**src/monitor_defs.vh**
```
`ifndef MONITOR_DEFS_VH
`define MONITOR_DEFS_VH

// register indices; byte address is four times the index
`define IDX_MONITOR_ENABLE     16'h2106
`define IDX_MONITOR_WORD0_HIGH 16'h210d
`define IDX_MONITOR_WORD0_LOW  16'h210e
`define IDX_MONITOR_WORD1      16'h210f
`define IDX_MONITOR_WORD2      16'h2110
`define IDX_MONITOR_WORD3      16'h2111

// field positions
`define ENABLE_BIT             1

// reset values
`define RST_ENABLE             1'b0
`define RST_WORD               8'h00
`define RST_WORD0_HIGH         2'h0

// timing
`define BIT_PERIOD_NS          64
`define CLK_PERIOD_NS          8
`define BIT_CYCLES             (`BIT_PERIOD_NS / `CLK_PERIOD_NS)
`define WORD_BITS              10
`define FRAME_WORDS            4

`endif

```
**src/bit_rate_divider.v**
```verilog
`timescale 1ns/1ns
module bit_rate_divider #(
    parameter DIV_CYCLES = 8,
    parameter CNT_W      = 8
) (
    // clock and reset
    input  wire             clk_i,
    input  wire             rst_i,
    // control
    input  wire             run_i,
    // enable pulse
    output reg              tick_o
);
    reg [CNT_W-1:0] count;

    // counter restarts while stopped so the first bit has a full period
    always @(posedge clk_i) begin
        if (rst_i || !run_i) begin
            count  <= {CNT_W{1'b0}};
            tick_o <= 1'b0;
        end else if (count == DIV_CYCLES[CNT_W-1:0] - 1'b1) begin
            count  <= {CNT_W{1'b0}};
            tick_o <= 1'b1;
        end else begin
            count  <= count + 1'b1;
            tick_o <= 1'b0;
        end
    end
endmodule

```
**src/realtime_monitor_serial_out.v**
```verilog
`timescale 1ns/1ns
`include "monitor_defs.vh"
module realtime_monitor_serial_out #(
    parameter BIT_CYCLES = `BIT_CYCLES
) (
    // clock and reset
    input  wire        clk_i,
    input  wire        rst_i,
    // wishbone slave
    input  wire        cyc_i,
    input  wire        stb_i,
    input  wire        we_i,
    input  wire [17:0] adr_i,
    input  wire [3:0]  sel_i,
    input  wire [31:0] dat_i,
    output reg  [31:0] dat_o,
    output reg         ack_o,
    // monitor output
    output reg         monitor_serial_pin_o,
    output reg         frame_start_o
);
    reg        monitor_enable;
    reg [1:0]  monitor_word0_high;
    reg [7:0]  monitor_word0_low;
    reg [7:0]  monitor_word1;
    reg [7:0]  monitor_word2;
    reg [7:0]  monitor_word3;

    reg [9:0]  shifter;
    reg [3:0]  bit_cnt;
    reg [1:0]  word_cnt;
    reg        running;
    wire       tick;
    wire [9:0] cur_word;

    wire [15:0] idx = adr_i[17:2];
    wire        req = cyc_i && stb_i && !ack_o;
    wire        wr  = req && we_i && sel_i[0];

    // widen an 8-bit word to the 10-bit slot with zero upper bits
    function [9:0] widen;
        input [7:0] w;
        begin
            widen = {2'b00, w};
        end
    endfunction

    function [9:0] word_sel;
        input [1:0] n;
        begin
            case (n)
                2'd0:    word_sel = {monitor_word0_high,
                                     monitor_word0_low};
                2'd1:    word_sel = widen(monitor_word1);
                2'd2:    word_sel = widen(monitor_word2);
                2'd3:    word_sel = widen(monitor_word3);
                default: word_sel = 10'h000;
            endcase
        end
    endfunction

    // a function result cannot be part-selected, so it goes through a net
    assign cur_word = word_sel(word_cnt);

    bit_rate_divider #(
        .DIV_CYCLES (BIT_CYCLES),
        .CNT_W      (8)
    ) u_div (
        .clk_i  (clk_i),
        .rst_i  (rst_i),
        .run_i  (monitor_enable),
        .tick_o (tick)
    );

    // registers: single-cycle ack, unmapped reads return zero
    always @(posedge clk_i) begin
        if (rst_i) begin
            ack_o              <= 1'b0;
            dat_o              <= 32'h00000000;
            monitor_enable     <= `RST_ENABLE;
            monitor_word0_high <= `RST_WORD0_HIGH;
            monitor_word0_low  <= `RST_WORD;
            monitor_word1      <= `RST_WORD;
            monitor_word2      <= `RST_WORD;
            monitor_word3      <= `RST_WORD;
        end else begin
            ack_o <= req;
            dat_o <= 32'h00000000;
            if (wr) begin
                case (idx)
                    `IDX_MONITOR_ENABLE:
                        monitor_enable <= dat_i[`ENABLE_BIT];
                    `IDX_MONITOR_WORD0_HIGH:
                        monitor_word0_high <= dat_i[1:0];
                    `IDX_MONITOR_WORD0_LOW: monitor_word0_low <= dat_i[7:0];
                    `IDX_MONITOR_WORD1:     monitor_word1 <= dat_i[7:0];
                    `IDX_MONITOR_WORD2:     monitor_word2 <= dat_i[7:0];
                    `IDX_MONITOR_WORD3:     monitor_word3 <= dat_i[7:0];
                    default: ;
                endcase
            end
            if (req && !we_i) begin
                case (idx)
                    `IDX_MONITOR_ENABLE:
                        dat_o[`ENABLE_BIT] <= monitor_enable;
                    `IDX_MONITOR_WORD0_HIGH:
                        dat_o[1:0] <= monitor_word0_high;
                    `IDX_MONITOR_WORD0_LOW: dat_o[7:0] <= monitor_word0_low;
                    `IDX_MONITOR_WORD1:     dat_o[7:0] <= monitor_word1;
                    `IDX_MONITOR_WORD2:     dat_o[7:0] <= monitor_word2;
                    `IDX_MONITOR_WORD3:     dat_o[7:0] <= monitor_word3;
                    default: dat_o <= 32'h00000000;
                endcase
            end
        end
    end

    // serialiser: words sampled at each word boundary, so a write
    // lands at the next word without tearing the one in flight
    always @(posedge clk_i) begin
        if (rst_i || !monitor_enable) begin
            monitor_serial_pin_o <= 1'b0;
            frame_start_o        <= 1'b0;
            shifter              <= 10'h000;
            bit_cnt              <= 4'd0;
            word_cnt             <= 2'd0;
            running              <= 1'b0;
        end else if (tick) begin
            frame_start_o <= 1'b0;
            if (!running || bit_cnt == 4'd0) begin
                // load next word, emit its msb
                shifter <= {cur_word[8:0], 1'b0};
                monitor_serial_pin_o <= cur_word[9];
                frame_start_o <= (word_cnt == 2'd0);
                bit_cnt  <= 4'd9;
                word_cnt <= word_cnt + 2'd1;
                running  <= 1'b1;
            end else begin
                monitor_serial_pin_o <= shifter[9];
                shifter <= {shifter[8:0], 1'b0};
                bit_cnt <= bit_cnt - 4'd1;
            end
        end
    end
endmodule

```
**config.mk**
```make
export PLATFORM = sky130hd
export DESIGN_NAME = realtime_monitor_serial_out
export DESIGN_NICKNAME = d
export VERILOG_FILES = /design/src/bit_rate_divider.v /design/src/realtime_monitor_serial_out.v
export VERILOG_INCLUDE_DIRS = /design/src
export SDC_FILE = /design/constraint.sdc
export NUM_CORES = 1
export LEC_CHECK = 0
export ABC_AREA = 1
export BUFFER_PORTS_ARGS = -buffer_cell sky130_fd_sc_hd__buf_2
export CAP_MARGIN = 20
export CORE_MARGIN = 2
export CORE_UTILIZATION = 48
export DETAILED_ROUTE_END_ITERATION = 7
export PLACE_DENSITY = 0.82
export SLEW_MARGIN = 0
export SYNTH_ARGS = -nofsm -noshare
export SYNTH_HDL_FRONTEND = slang
export SYNTH_SLANG_ARGS = --single-unit
```
**constraint.sdc**
```tcl
create_clock -name clk_i -period 1.4 [get_ports clk_i]
set_input_delay 0.28 -clock clk_i [delete_from_list [all_inputs] [get_ports clk_i]]
set_output_delay 0.28 -clock clk_i [all_outputs]
set_load 0.1 [all_outputs]
```
==> results by group <==
Drt
  • Remaining DRCs: 0
  • Via-to-Cell Ratio: 5.24
  • Antenna-violating nets left: 0
  • Vias: 3567
  • 1st-pass router iterations: 6
  • Initial DRC count: 265
  • Total wire length: 9130 µm
  • Routed len/inst: 13.4 µm

Final layout
  • # diodes: 0
  • Layout area overhead: 23.2%
  • Fin nets: 641
  • Share of cells above drive strength 1: 28.5%
  • Core Util, Final: 60.2%

Clock tree
  • CTS tree: done
  • Clock latency on the worst-skew pair: 0.35 ns
  • Maximum clock path buffer count: 2
  • Clock-pin slew on the worst setup and hold paths: 0.08 ns
  • H-Tree Depth: 3
  • Clock root buffer: clkbuf_8
  • Total CTS buffers: 9
  • Clock Sinks: 71

Power
  • Leak Pwr: 2.00 nW
  • VDD IR max: 0.393 mV
  • Power Dens Cells: 923 nW/µm²

Status
  • Violated checks: setup timing
  • Status: finished with violations

Synthesis
  • Compound-Gate Fraction of Synth Area: 17.7%
  • Dominant cells by area after synthesis: dfxtp_1 (38%), nand2_1 (6.4%), inv_1 (6.3%)
  • Post-synthesis sequential area ratio: 38.0%
  • Yosys warning count: 0
  • Post-synth ARST share: 0%
  • Post-synth cell types: 38
  • Syn avg cell area: 7.49 µm²
  • Seq cells post-synth: 71
  • Most frequent cells after synthesis: dfxtp_1 (71), nand2_1 (64), inv_1 (63)
  • Synth Area in XOR/XNOR: 0.703%
  • Post-synth top area share: 38.0%
  • Largest family of logic cells by synthesized area: simple AND/OR/NAND/NOR gates
  • Predominant post-synthesis flop cell: dfxtp_1
  • Synth Cell Area: 3740 µm²
  • EDFF count, synth: 0
  • Post-synthesis mux area share: 0%
  • Simple-gate share of the synthesized area: 25.9%
  • Synth area leader: dfxtp_1
  • Most frequent cell after synthesis: dfxtp_1
  • Post-Synth Adder-Cell Area: 2.68%
  • Syn Inst Count: 499

Timing
  • Post-route setup slack: -0.0157 ns
  • Final setup viols: 1
  • Hold Fails Final Rpt: 0
  • Final Max Slew Viols: 0
  • RSZ-0062 raised after global routing: yes
  • Clock skew: 0.0112 ns
  • Fmax: 706 MHz
  • Final period util: 101%
  • Setup tns final: -0.0157 ns
  • Crit path time final: 1.42 ns

Global route
  • Vias in the first global route: 3281
  • Global-route wire length before repair: 14700 µm
  • Largest net degree at the start of global routing: 34
  • Total gr overflow: 0
  • Antenna violations before repair: 0
  • Global Route Usage Sum: 21.6%

Worst setup path
  • Req. time, crit path: 1.65 ns
  • Worst setup EP type: flop
  • Type of the worst setup path: reg2reg
  • CP max FO: 7
  • Startpoint types: flop
  • Worst EP arrival: 1.67 ns

Place
  • Sum of net half-perimeters after detailed placement: 6630 µm
  • IO buf count: 40
  • Routability Congestion: 0.959

Run
  • Max-cap violation count: 0

Worst hold path
  • Worst hold path class: in2reg

Floorplan
  • Core ar.: 7650 µm²
  • Die width: 92.3 µm
  • Rows: 32
  • Starting density of the core: 48.9%
  • I/O pin cnt: 94
  • Die Height: 92.3 µm
  • Die area: 8510 µm²
-- repair_timing --
action / CTS / global route
endpoints found under the setup margin: 16 / 50
hold buffers: 0 / 0
gates resized for setup: 12 / 32
pin swaps: 3 / 17
gates cloned: 0 / 0
setup buffers: 2 / 3
-- layout by cell type (no fill, tap or decap), drive strengths merged, types with 3 or more instances in the layout --
| cell | instances |
|---|---|
| o211ai | 12 |
| xor2 | 3 |
| clkinv | 6 |
| nand3 | 40 |
| a31oi | 3 |
| nand2 | 74 |
| inv | 68 |
| dfxtp | 71 |
| nor2 | 59 |
| a21oi | 54 |
| nor3 | 7 |
| buf | 79 |
| ha | 8 |
| nand4 | 6 |
| conb | 24 |
| o21ai | 42 |
| clkbuf | 12 |
-- per-stage QoR --
stage / setup slack [ns] / instance area (µm²) / hold WS (ns) / std cells / total power, mW
global placement: -0.0913 / 4180 / 0.429 / 660 / 2.52
global route: -0.0747 / 4600 / 0.173 / 681 / 4.37
detailed placement: -0.127 / 4180 / 0.453 / 660 / 2.52
CTS: 0.00302 / 4460 / 0.145 / 678 / 4.26
finish: -0.0157 / 4600 / 0.155 / 681 / 4.25
floorplan: 0.0138 / 3830 / 0.343 / 522 / 2.48
-- layer usage --
metal	global-route usage, %	wire length [µm]
met5	0	0
met4	12.3	435
met3	3.62	584
met2	36.1	4290
met1	26.4	3820
-- area by class of cell --
| class | instances | area [µm²] |
|---|---|---|
| inverter | 71 | 273 |
| tap | 102 | 128 |
| fill | 661 | 3040 |
| timing repair buffer | 80 | 569 |
| clock buffer | 11 | 131 |
| sequential | 71 | 1430 |
| multi-input combinational | 341 | 1990 |
| clock inverter | 5 | 82.6 |
-- power by group --
group          leakage (nW)  internal (mW)  switching (mW)  total [mW]
combinational          1.31         0.0720           0.391       0.463
clock                 0.107           1.01           0.761        1.77
sequential            0.574           2.02         0.00114        2.02
-- sequential cells by signal, summed over array words and instances, names as in the netlist --
signal / count
ack_o: 1
monitor_word0_high: 2
u_div.tick_o: 1
u_div.count: 8
monitor_word1: 8
monitor_word0_low: 8
monitor_word3: 8
word_cnt: 2
shifter: 9
frame_start_o: 1
bit_cnt: 4
monitor_word2: 8
monitor_serial_pin_o: 1
running: 1
dat_o: 8
monitor_enable: 1
-- path summary, 6_finish.rpt --
| check | start | endpoint | slack (ns) | cells past startpoint |
|---|---|---|---|---|
| hold / removal | rst_i | ack_o | 0.15 | 2 |
| hold reg to reg | frame_start_o | frame_start_o | 0.47 | 2 |
| setup reg to reg | word_cnt[0] | shifter[6] | -0.02 | 8 |
| setup / recovery | word_cnt[0] | shifter[6] | -0.02 | 8 |
-- critical path, stage by stage, from the launching register on --
cell	delay (ns)
dfxtp_2	0.33
buf_4	0.15
ha_4	0.19
a21oi_1	0.18
nand3_1	0.12
o211ai_1	0.10
nand3_1	0.09
o211ai_1	0.08
inv_1	0.06
-- cells by family after synthesis --
family	after synthesis
and+or+nand+nor	189
adders and majority gates	8
AOI/OAI and AO/OA	117
buffers and inverters	110
xor gates and xnor gates	3
other	1
DFF	71
Note: power is estimated with default switching activity, not from simulation.
